[src/hw/fpim_pkg.sv]
// constants shared by the fieldbus process image mapper
package fpim_pkg;
  // =====================================================
  // image layout
  localparam int unsigned BASIC_IO = 24;
  localparam int unsigned MAX_IO = 128;
  localparam int unsigned IN_BYTES = 16;
  localparam int unsigned OUT_BYTES = 17;
  localparam int unsigned STATUS_BYTE = 3;
  localparam int unsigned BITS_PER_BYTE = 8;
  // =====================================================
  // status byte bit positions
  localparam int unsigned ST_OUT_FAULT = 0;
  localparam int unsigned ST_IN_FAULT = 1;
  localparam int unsigned ST_GFAULT = 2;
  localparam int unsigned ST_DIAGNOSTIC = 3;
  localparam int unsigned ST_RUN = 4;
  localparam int unsigned ST_XCHG = 5;
  localparam int unsigned ST_PAD_LO = 6;
  localparam int unsigned ST_PAD_HI = 7;
  // =====================================================
  // station address
  localparam logic [6:0] ADDR_MAX = 7'h63;
  localparam logic [3:0] DIGIT_MAX = 4'h9;
  localparam logic [6:0] TENS_WEIGHT = 7'h0a;
  localparam logic [6:0] ADDR_RESET = 7'h00;
  // =====================================================
  // start-up timing
  localparam int unsigned CLK_MHZ = 50;
  localparam int unsigned SETTLE_US = 1000;
  localparam int unsigned SETTLE_CYCLES = SETTLE_US * CLK_MHZ;
  // =====================================================
  // start-up sequence
  typedef enum logic [1:0] {
    FPIM_SETTLE = 2'b00,
    FPIM_CAPTURE = 2'b01,
    FPIM_RUN = 2'b10
  } fpim_state_t;
endpackage

[src/hw/fpim_addr_capture.sv]
// station address switch synchroniser and one-shot capture
module fpim_addr_capture
  import fpim_pkg::*;
(
  input wire logic clock,
  input wire logic rst_b,
  input wire logic [3:0] tens_digit_switch,
  input wire logic [3:0] ones_digit_switch,
  input wire logic capture,
  output logic [6:0] station_addr,
  output logic addr_bad
);
  // =====================================================
  // two-stage synchroniser; switches are asynchronous pins
  logic [7:0] sync_a;
  logic [7:0] sync_b;
  logic [3:0] tens;
  logic [3:0] ones;

  always_ff @(posedge clock) begin
    if (!rst_b) begin
      sync_a <= 8'h00;
      sync_b <= 8'h00;
    end else begin
      sync_a <= {tens_digit_switch, ones_digit_switch};
      sync_b <= sync_a;
    end
  end

  // a digit above nine is clamped so the address never leaves 0..99
  assign tens = (sync_b[7:4] > DIGIT_MAX) ? DIGIT_MAX : sync_b[7:4];
  assign ones = (sync_b[3:0] > DIGIT_MAX) ? DIGIT_MAX : sync_b[3:0];

  // =====================================================
  // capture once; held until the next reset
  always_ff @(posedge clock) begin
    if (!rst_b) begin
      station_addr <= ADDR_RESET;
      addr_bad <= 1'b0;
    end else if (capture) begin
      station_addr <= 7'(tens * TENS_WEIGHT) + {3'h0, ones};
      addr_bad <= (sync_b[7:4] > DIGIT_MAX) || (sync_b[3:0] > DIGIT_MAX);
    end
  end
endmodule

[src/hw/fpim_top.sv]
// fieldbus process image mapper: start-up, address, image mapping, indicators
module fpim_top
  import fpim_pkg::*;
#(
  parameter int unsigned VIO_COUNT = BASIC_IO,
  parameter int unsigned SETTLE_CNT = SETTLE_CYCLES
) (
  input wire logic clock,
  input wire logic rst_b,
  input wire logic [3:0] tens_digit_switch,
  input wire logic [3:0] ones_digit_switch,
  input wire logic [fpim_pkg::IN_BYTES*8-1:0] in_image,
  input wire logic in_image_valid,
  input wire logic dx_active,
  input wire logic link_error,
  input wire logic [VIO_COUNT-1:0] vout,
  input wire logic output_fault_flag,
  input wire logic input_fault_flag,
  input wire logic general_fault_flag,
  input wire logic diagnostic_flag,
  input wire logic run_flag,
  output logic [6:0] station_addr,
  output logic addr_valid,
  output logic slave_enable,
  output logic [VIO_COUNT-1:0] vin,
  output logic [fpim_pkg::OUT_BYTES*8-1:0] out_image,
  output logic led_power,
  output logic led_online,
  output logic led_offline,
  output logic led_fault
);
  import fpim_pkg::*;

  // extended outputs sit one byte higher to step over the status byte
  function automatic int unsigned out_bit_pos(input int unsigned n);
    return (n < BASIC_IO) ? n : n + BITS_PER_BYTE;
  endfunction

  fpim_state_t state;
  logic [31:0] settle_cnt;
  logic capture;
  logic addr_bad;
  logic exchanging;
  logic [OUT_BYTES*8-1:0] next_out_image;

  // =====================================================
  // start-up sequence
  // switches get a settle time before the single sample is taken
  always_ff @(posedge clock) begin
    if (!rst_b) begin
      state <= FPIM_SETTLE;
      settle_cnt <= 32'h0000_0000;
    end else begin
      case (state)
        FPIM_SETTLE: begin
          settle_cnt <= settle_cnt + 32'h0000_0001;
          if (settle_cnt >= 32'(SETTLE_CNT - 1)) begin
            state <= FPIM_CAPTURE;
          end
        end
        FPIM_CAPTURE: state <= FPIM_RUN;
        FPIM_RUN: state <= FPIM_RUN;
        default: state <= FPIM_SETTLE;
      endcase
    end
  end

  assign capture = (state == FPIM_CAPTURE);

  fpim_addr_capture u_addr (
    .clock(clock),
    .rst_b(rst_b),
    .tens_digit_switch(tens_digit_switch),
    .ones_digit_switch(ones_digit_switch),
    .capture(capture),
    .station_addr(station_addr),
    .addr_bad(addr_bad)
  );

  // =====================================================
  // slave enable; the protocol core handles every rate, we only release it
  always_ff @(posedge clock) begin
    if (!rst_b) begin
      addr_valid <= 1'b0;
      slave_enable <= 1'b0;
    end else begin
      addr_valid <= addr_valid | capture;
      slave_enable <= slave_enable | capture;
    end
  end

  assign exchanging = slave_enable && dx_active;

  // =====================================================
  // virtual inputs; cleared when exchange stops so stale data never lingers
  always_ff @(posedge clock) begin
    if (!rst_b) begin
      vin <= '0;
    end else if (!exchanging) begin
      vin <= '0;
    end else if (in_image_valid) begin
      for (int unsigned n = 0; n < VIO_COUNT; n++) begin
        vin[n] <= in_image[(n / BITS_PER_BYTE) * BITS_PER_BYTE + n % BITS_PER_BYTE];
      end
    end
  end

  // =====================================================
  // output image assembly
  always_comb begin
    next_out_image = '0;
    for (int unsigned n = 0; n < VIO_COUNT; n++) begin
      next_out_image[out_bit_pos(n)] = vout[n];
    end
    next_out_image[STATUS_BYTE*BITS_PER_BYTE+ST_OUT_FAULT] = output_fault_flag;
    next_out_image[STATUS_BYTE*BITS_PER_BYTE+ST_IN_FAULT] = input_fault_flag;
    next_out_image[STATUS_BYTE*BITS_PER_BYTE+ST_GFAULT] = general_fault_flag;
    next_out_image[STATUS_BYTE*BITS_PER_BYTE+ST_DIAGNOSTIC] = diagnostic_flag;
    next_out_image[STATUS_BYTE*BITS_PER_BYTE+ST_RUN] = run_flag;
    next_out_image[STATUS_BYTE*BITS_PER_BYTE+ST_XCHG] = exchanging;
  end

  always_ff @(posedge clock) begin
    if (!rst_b) begin
      out_image <= '0;
    end else begin
      out_image <= next_out_image;
    end
  end

  // =====================================================
  // indicators
  always_ff @(posedge clock) begin
    if (!rst_b) begin
      led_power <= 1'b0;
      led_online <= 1'b0;
      led_offline <= 1'b0;
      led_fault <= 1'b0;
    end else begin
      led_power <= 1'b1;
      led_online <= exchanging;
      led_offline <= slave_enable && !dx_active;
      led_fault <= addr_bad || link_error;
    end
  end

  // cycles since reset release; saturates so long runs never wrap into a false match
  logic [31:0] up_cnt;
  always_ff @(posedge clock) begin
    if (!rst_b) begin
      up_cnt <= 32'h0000_0000;
    end else if (up_cnt != 32'hffff_ffff) begin
      up_cnt <= up_cnt + 32'h0000_0001;
    end
  end

  // everything past the last mapped output stays clear; byte 3 pads are checked above
  localparam int unsigned USED_TOP = (VIO_COUNT > BASIC_IO) ?
    VIO_COUNT + BITS_PER_BYTE : (STATUS_BYTE + 1) * BITS_PER_BYTE;
endmodule

[config.mk]
export PLATFORM = sky130hd
export DESIGN_NAME = fpim_top
export DESIGN_NICKNAME = d
export VERILOG_FILES = /design/src/hw/fpim_pkg.sv /design/src/hw/fpim_addr_capture.sv /design/src/hw/fpim_top.sv
export SDC_FILE = /design/constraint.sdc
export NUM_CORES = 1
export LEC_CHECK = 0
export BUFFER_PORTS_ARGS = -buffer_cell sky130_fd_sc_hd__buf_2
export CAP_MARGIN = 20
export CORE_AREA = 10 10 124 126
export DETAILED_ROUTE_END_ITERATION = 10
export DIE_AREA = 0 0 134 136
export MAX_ROUTING_LAYER = met4
export PLACE_DENSITY = 0.78
export SETUP_SLACK_MARGIN = 0.1
export SYNTH_ARGS = -nofsm -noshare
export SYNTH_HDL_FRONTEND = slang
export SYNTH_SLANG_ARGS = --single-unit
[constraint.sdc]
create_clock -name clock -period 5.2 [get_ports clock]
set_input_delay 0.52 -clock clock [delete_from_list [all_inputs] [get_ports clock]]
set_output_delay 0.52 -clock clock [all_outputs]
set_load 0.05 [all_outputs]
==> results of run 1 <==
[per-layer routing]
metal	GRT usage	share of wire	up-vias
met5	-	0	-
met4	0.0586	0.017	0
met3	0.0554	0.086	14
met2	0.208	0.44	201
met1	0.154	0.46	1761
li1	-	-	1940
[worst max-delay path, stage by stage (launching register included)]
cell and delay [ns]:
dfxtp_1 0.31, inv_1 0.10, ha_1 0.37, nand3_1 0.23, or4_1 0.84, or4_1 0.59
a21oi_1 0.15
[through the flow]
stage	hold slack, ns	cell area [µm²]	total power, mW	util
6_report	0.283	6220	2.65	0.479
5_1_grt	0.269	6220	2.76	0.479
4_1_cts	0.258	6220	2.68	0.479
3_5_place_dp	0.419	5600	1.46	0.431
3_3_place_gp	0.413	5600	1.45	0.431
2_1_floorplan	0.412	5600	1.43	-
[power breakdown]
group	switching [mW]	leakage [nW]	internal, mW
clock	0.402	0.297	0.809
sequential	0.0277	0.956	0.945
combinational	0.374	1.62	0.0962
total	0.803	2.87	1.85
[cells in the final DEF (no fill, tap or decap), types with 4 or more instances in the layout]
cell,synthesis,routed
a21oi_1,23,23
buf_2,3,132
xor2_1,8,8
nor2_1,48,48
o21ai_0,14,14
mux2i_1,30,30
nor4_1,5,5
or3_1,12,12
xnor2_1,7,7
bufinv_16,0,4
nand4_1,9,9
nand2_1,19,19
clkinvlp_4,0,4
dfxtp_1,117,117
or4_1,14,14
ha_1,9,9
and2_1,46,46
o31ai_1,11,11
conb_1,1,106
inv_1,14,14
clkinv_2,0,5
nor2b_1,4,4
clkbuf_16,0,17
nand3_1,13,13
[cells by family (layout without fill, tap and decap cells)]
group / count (synthesis) / in the layout
AOI/OAI and AO/OA: 59 / 59
xor gates and xnor gates: 15 / 15
adders and majority gates: 10 / 10
buffers and inverters: 145 / 180
DFF: 117 / 117
muxes: 30 / 30
other: 1 / 106
and+or+nand+nor: 185 / 185
[flip-flops by register name, summed over array words and instances, names as in the netlist, 2 cells and up]
signal / count
out_image: 30
u_addr.sync_b: 8
u_addr.station_addr: 7
state: 2
u_addr.sync_a: 8
vin: 24
settle_cnt: 32
[area by class of cell]
type                            instances  area, µm²  share of cell area
Clock buffer                           18        439              0.0706
Inverter                               14       52.6             0.00844
Multi-Input combinational cell        405       2310               0.371
Timing Repair Buffer                  134        676               0.109
Tap cell                              176        220              0.0354
Clock inverter                         14        184              0.0296
Sequential cell                       117       2340               0.376
[synth_stat cells (4+ instances only)]
cell      instances
o21ai_0          14
inv_1            14
nand3_1          13
nand2_1          19
mux2i_1          30
xor2_1            8
clkbuf_1         19
a21oi_1          23
nor2b_1           4
or3_1            12
buf_4           107
o31ai_1          11
nor2_1           48
nor4_1            5
xnor2_1           7
ha_1              9
dfxtp_1         117
or4_1            14
and2_1           46
nand4_1           9
[path summary, 6_finish.rpt]
path / from / endpoint
worst min register to register: u_addr.sync_a[6] / u_addr.sync_b[6]
worst max register to register: state[1] / settle_cnt[26]
worst max-delay path: state[1] / settle_cnt[26]
worst min-delay path: dx_active / led_offline
==> flow_summary.yaml, run 1 <==
worst_setup_path:
  rr_worst_depth: 6
  worstSetupPathType: "flop to flop"
  crit_fanout: 19
  cp.required_ns: 5.53
  rrSetupSlack_ns: 2.53
  critPathCaptureType: "flop"
  start_kind: "flop"
  arrival_ns: 3.00
floorplanning:
  io_pins: 343
  core-area_mm2: 0.0130
  die_h_um: 136
  initial_utilization: 0.401
  die_w_um: 134
  rows: 42
  dieArea_mm2: 0.0182
global_routing:
  grt_pass1_wl_mm: 19.5
  track_usage: 0.136
  overflow: 0
  antenna_found_initial: 0
  grt_max_degree: 63
  first_global_vias: 4039
timing:
  setup_viol: 0
  relSlewSlack: 0.429
  fmax_mhz: 375
  fin_crit_ns: 2.67
  fin_crit_sh: 0.513
  drv_slew: 0
  rsz0062_at_grt: "no"
  worstMarginPinSlew_ns: 0.854
  fin_tns_setup_ns: 0
  finClkSkew_ns: 0.00509
  layout_setup_ws_ns: 2.53
  finalHoldViolations: 0
power_and_ir_drop:
  leakage_nw: 2.87
  ir_drop_mv: 0.228
  power_density_mw_per_mm2: 426
logic_synthesis:
  yosysWarnings: 0
  yosys.area.top_type_share: 0.450
  avgSynthCellArea_um2: 9.27
  synth-async-reset-ratio: 0
  synth_edf_count: 0
  synthSimpleGateAreaFrac: 0.193
  synth_area_leader_cell: "dfxtp_1"
  yosys-top-cells-area: "dfxtp_1 (45%), buf_4 (15%), mux2i_1 (5.8%)"
  synth_compound_area_frac: 0.0675
  synth_top_family_by_area: "simple AND/OR/NAND/NOR gates"
  syn_area_mm2: 0.00521
  synth-xor-area-share: 0.0252
  syn_inst: 562
  synth_seq_cells: 117
  synth_fa_ha_area_frac: 0.0235
  ys.flop_type: "dfxtp_1"
  synthMuxAreaShare: 0.0577
  synth_cell_type_count: 40
  yosysSeqAreaShare: 0.450
final_layout:
  fillCellCount: 1240
  area_growth_pct: 19.5
  nets: 868
  n_antenna_cell: 0
  instances_no_fill: 878
  drive_above_1_share: 0.241
min_path:
  hold_class: "primary input to flop"
  whs_path_depth: 2
routing:
  ant_nets: 0
  via_per_inst: 4.46
  drt-wirelength-per-cell_um: 14.0
  drc: 0
  via_count: 3916
  wirelength_mm: 12.3
  dr.pass1.iters: 4
  drt_iter0_drc: 133
placed_design:
  dp_slack_ns: 2.51
  port_buffers: 132
  hpwl_mm: 9.34
  dp.cells: 846
  gp_congestion: 0.781
clock_tree:
  cts_buffer_depth: 2
  tritoncts: "done"
  clock-sinks: 117
  clk_latency_ns: 0.41
  cts_root_buf: "clkbuf_16"
  cts_inserted_buffers: 17
  postCtsSetupBuffers: 0
  clk_pin_slew_ns: 0.05
  cts.repair.resized: 0
  ctsHoldBuffers: 0
  htree_num_levels: 4
outcome:
  status: "complete, no violations"
run:
  maxCapViolCount: 0
Power figures use the tool's default switching activity.
==> run 2, diff against run 1 <==
- CORE_AREA: 10 10 124 126 -> 10 10 126 128
- DIE_AREA: 0 0 134 136 -> 0 0 136 138
- PLACE_DENSITY: 0.78 -> 0.75
- clock period: 5.2 -> 2.5 ns (I/O delays scaled with it)
==> run 2 against run 1 <==
Clock-buffer cell count unchanged. Critical endpoint is now settle_cnt[28]. Maximum frequency up 21%. First-iteration DRC count up 37%. Worst setup slack worse by 2.2 ns. Final cell count up 1.5%. Die area up 3.0%. Flip-flop and latch count unchanged. Critical path depth up 1.
==> flow_summary.yaml, run 2 (synthesis gave the netlist of run 1 again) <==
global_routing:
  antenna_found_initial: 0
  overflow: 0
  use_met1: 0.143
  track_usage: 0.124
  first_global_vias: 3875
  grt_busiest_layer: "met2"
  grt_max_degree: 62
  grt_pass1_wl_mm: 18.5
  use_met2: 0.185
  grtUsageMet3: 0.0562
clock_tree:
  clock-sinks: 117
  cts_inserted_buffers: 17
  htree_num_levels: 4
  clk_latency_ns: 0.41
  cts_buffer_depth: 2
  tritoncts: "done"
  postCtsSetupBuffers: 0
  cts_root_buf: "clkbuf_16"
  clk_pin_slew_ns: 0.06
routing:
  wirelength_mm: 11.9
  via_count: 3882
  drc: 0
  dr.pass1.iters: 4
  drt-wirelength-per-cell_um: 13.3
  ant_nets: 0
  via_per_inst: 4.36
  drt_iter0_drc: 182
placed_design:
  hpwl_mm: 9.10
  port_buffers: 132
  dp_slack_ns: 0.270
  gp_congestion: 0.815
  dp.cells: 858
floorplanning:
  io_pins: 343
  die_w_um: 136
  die_h_um: 138
  rows: 43
  core-area_mm2: 0.0135
  initial_utilization: 0.386
  dieArea_mm2: 0.0188
final_layout:
  layout_commonest_cell: "buf_2"
  layout_common_cells: "buf_2 (132), dfxtp_1 (117), conb_1 (106)"
  instances_no_fill: 891
  top_regs: "settle_cnt (32), out_image (30), vin (24)"
  fillCellCount: 1302
  post-route-util: 0.468
  largest_register_ffs: 32
  drive_above_1_share: 0.249
  nets: 877
  top_register: "settle_cnt"
  n_antenna_cell: 0
  area_growth_pct: 21.3
run:
  maxCapViolCount: 0
timing:
  rsz0062_at_grt: "no"
  fin_crit_sh: 0.879
  relSlewSlack: 0.550
  fin_crit_ns: 2.20
  fin_tns_setup_ns: 0
  fmax_mhz: 455
  worstMarginPinSlew_ns: 0.676
  drv_slew: 0
  setup_viol: 0
  layout_setup_ws_ns: 0.302
  finClkSkew_ns: 0.00568
  finalHoldViolations: 0
worst_setup_path:
  cp-endpoint: "settle_cnt[28]"
  critPathLaunch: "state[1]"
  r2r_start: "state[1]"
  worstSetupPathType: "flop to flop"
  start_kind: "flop"
  crit_fanout: 19
  critPathCaptureType: "flop"
  cp.required_ns: 2.83
  rrSetupSlack_ns: 0.30
  worst_r2r_endpoint: "settle_cnt[28]"
  arrival_ns: 2.53
  rr_worst_depth: 7
power_and_ir_drop:
  power_density_mw_per_mm2: 884
  total_power_mw: 5.58
  leakage_nw: 2.91
  ir_drop_mv: 0.674
min_path:
  whs_path_depth: 2
  hold_class: "primary input to flop"
outcome:
  status: "complete, no violations"
## run 2: stage by stage
step,hold WS [ns],area (µm²)
after global placement,0.414,5670
after floorplan,0.278,5600
after global routing,0.0278,6320
final,0.0409,6320
after CTS,0.0249,6320
after detailed placement,0.418,5670
## run 2: worst min-delay path by stage
stage | startpoint | to
6_report | vout[0] | out_image[0]
5_1_grt | vout[15] | out_image[15]
4_1_cts | vout[0] | out_image[0]
3_5_place_dp | u_addr.sync_a[7] | u_addr.sync_b[7]
3_3_place_gp | u_addr.sync_a[4] | u_addr.sync_b[4]
2_1_floorplan | rst_b | led_power
## run 2: final cells by class
type	instances	area [µm²]	area share
Timing Repair Buffer	143	746	0.118
Tap cell	180	225	0.0357
Multi-Input combinational cell	405	2310	0.366
Sequential cell	117	2340	0.371
Clock inverter	14	203	0.0321
Clock buffer	18	439	0.0695
Inverter	14	52.6	0.00832
## run 2: timing repair
action                                 CTS  global route
hold buffers                             1             0
gates resized for setup                  0             1
endpoints found under the hold margin    1             0
setup endpoints to repair                0             1
## run 2: power by group
part           internal (mW)  switching [mW]
Sequential              1.97          0.0527
Combinational          0.212           0.776
Clock                   1.70           0.873
Total                   3.88            1.70
## run 2: metal layers
metal | wire length (µm) | up-vias
met4 | 151 | 0
met5 | 0 | -
li1 | - | 1954
met1 | 5350 | 1717
met3 | 1230 | 12
met2 | 5130 | 199
## run 2: worst max-delay path: stages, from the launching register on
cell,delay (ns)
dfxtp_1,0.30
inv_1,0.09
ha_1,0.23
nand3_1,0.11
or4_1,0.50
buf_4,0.21
or4_1,0.50
a21oi_1,0.16
==> run 3, diff against run 2 <==
- CORE_AREA: 10 10 126 128 -> unset
- CORE_MARGIN: unset -> 10
- CORE_UTILIZATION: unset -> 38
- DIE_AREA: 0 0 136 138 -> unset
- PLACE_DENSITY: 0.75 -> 0.76
- clock period: 2.5 -> 2 ns (I/O delays scaled with it)
==> run 3 against run 2 <==
Worst setup slack worse by 0.28 ns. Highest routed layer unchanged. Clock power is 15% higher. Clock skew is 0.0021 ns higher.
==> flow_summary.yaml, run 3 (synthesis gave the netlist of run 1 again) <==
outcome:
  status: "complete, no violations"
final_layout:
  final_area_mm2: 0.00719
  n_antenna_cell: 0
  seq_area_mm2: 0.00235
  nets: 952
  layout_common_cells: "buf_2 (132), dfxtp_1 (108), conb_1 (106)"
  top_register: "settle_cnt"
  fillCellCount: 1177
  top_regs: "settle_cnt (32), out_image (30), vin (24)"
  drive_above_1_share: 0.344
  area_growth_pct: 38.0
  largest_register_ffs: 32
  multi_input_area_mm2: 0.00255
  layout_commonest_cell: "buf_2"
clock_tree:
  tritoncts: "done"
  htree_num_levels: 4
  cts_buffer_depth: 2
  clk_pin_slew_ns: 0.06
  cts_inserted_buffers: 17
  cts_root_buf: "clkbuf_16"
  clock-sinks: 117
  clk_latency_ns: 0.41
min_path:
  whs_path_depth: 2
  min_from: "run_flag"
  min_to: "out_image[28]"
  hold_class: "primary input to flop"
timing:
  worstMarginPinSlew_ns: 0.747
  finalHoldViolations: 0
  relSlewSlack: 0.495
  finClkSkew_ns: 0.00776
  fmax_mhz: 505
  fin_crit_ns: 1.98
  setup_viol: 0
  fin_crit_sh: 0.989
  drv_slew: 0
  rsz0062_at_grt: "yes"
routing:
  dr.pass1.iters: 6
  via_per_inst: 4.52
  drt-wirelength-per-cell_um: 15.2
  ant_nets: 0
  drt_iter0_drc: 209
  wirelength_mm: 14.6
  via_count: 4342
  drc: 0
worst_setup_path:
  rr_worst_depth: 5
  r2r_start: "settle_cnt[0]"
  crit_fanout: 8
  critPathCaptureType: "flop"
  start_kind: "flop"
  worst_r2r_endpoint: "settle_cnt[24]"
  cp.required_ns: 2.34
  worstSetupPathType: "flop to flop"
  arrival_ns: 2.32
  rrSetupSlack_ns: 0.02
floorplanning:
  die_w_um: 137
  initial_utilization: 0.390
  die_h_um: 137
  core-area_mm2: 0.0133
  io_pins: 343
  rows: 42
  dieArea_mm2: 0.0188
global_routing:
  grt_pass1_wl_mm: 22.0
  track_usage: 0.151
  first_global_vias: 4433
  use_met1: 0.165
  overflow: 0
  grtUsageMet3: 0.0645
  antenna_found_initial: 0
  use_met2: 0.246
  grt_busiest_layer: "met2"
  grt_max_degree: 43
run:
  maxCapViolCount: 0
placed_design:
  dpl_cell_area_mm2: 0.00587
  hpwl_mm: 9.63
  gp_congestion: 0.812
  port_buffers: 132
power_and_ir_drop:
  power_density_mw_per_mm2: 967
  ir_drop_mv: 0.898
  total_power_mw: 6.95
  leakage_nw: 3.28
## run 3: per-layer routing
metal | wire length [µm] | up-vias
li1 | - | 2114
met1 | 5990 | 2001
met2 | 6970 | 215
met3 | 1540 | 12
met4 | 145 | 0
met5 | 0 | -
## run 3: power breakdown
group          switching (mW)  leakage (nW)  internal (mW)
combinational            1.05          2.06          0.404
sequential             0.0710         0.960           2.46
clock                    1.13         0.268           1.84
## run 3: through the flow
step / hold WS, ns / setup TNS, ns / std cells / util / worst slack [ns]
2_1_floorplan: 0.228 / 0 / 667 / - / 0.0948
3_3_place_gp: 0.375 / -0.0244 / 877 / 0.440 / -0.0244
3_5_place_dp: 0.377 / -0.0367 / 877 / 0.440 / -0.0367
4_1_cts: 0.000169 / 0 / 951 / 0.516 / 0.0446
5_1_grt: 0.00483 / -0.199 / 961 / 0.539 / -0.0449
6_report: 0.00905 / 0 / 961 / 0.539 / 0.0215
## run 3: final cells by class
cell class | instances | share of cell area
Clock buffer | 17 | 0.0592
Clock inverter | 14 | 0.0216
Inverter | 14 | 0.00731
Multi-Input combinational cell | 406 | 0.354
Sequential cell | 117 | 0.327
Tap cell | 176 | 0.0306
Timing Repair Buffer | 217 | 0.200
## run 3: repair_timing
| action | CTS | global route |
|---|---|---|
| hold endpoints to repair | 32 | 1 |
| gates cloned | 2 | 1 |
| hold buffers | 32 | 1 |
| setup endpoints to repair | 13 | 26 |
| pin swaps | 9 | 23 |
| buffers inserted | 10 | 9 |
| resized for setup | 10 | 60 |
## run 3: worst max-delay path by stage
stage | startpoint | end
after CTS | u_addr.sync_b[5] | u_addr.station_addr[5]
after global routing | state[0] | settle_cnt[28]
after detailed placement | u_addr.sync_b[6] | u_addr.station_addr[5]
after global placement | u_addr.sync_b[6] | u_addr.station_addr[5]
after floorplan | state[1] | settle_cnt[28]
final | settle_cnt[0] | settle_cnt[24]
## run 3: critical path: stages (launching register included)
cell and delay, ns:
dfxtp_1 0.38, ha_4 0.19, nand3_4 0.10, or4_4 0.58, or4_4 0.52, a21oi_2 0.14
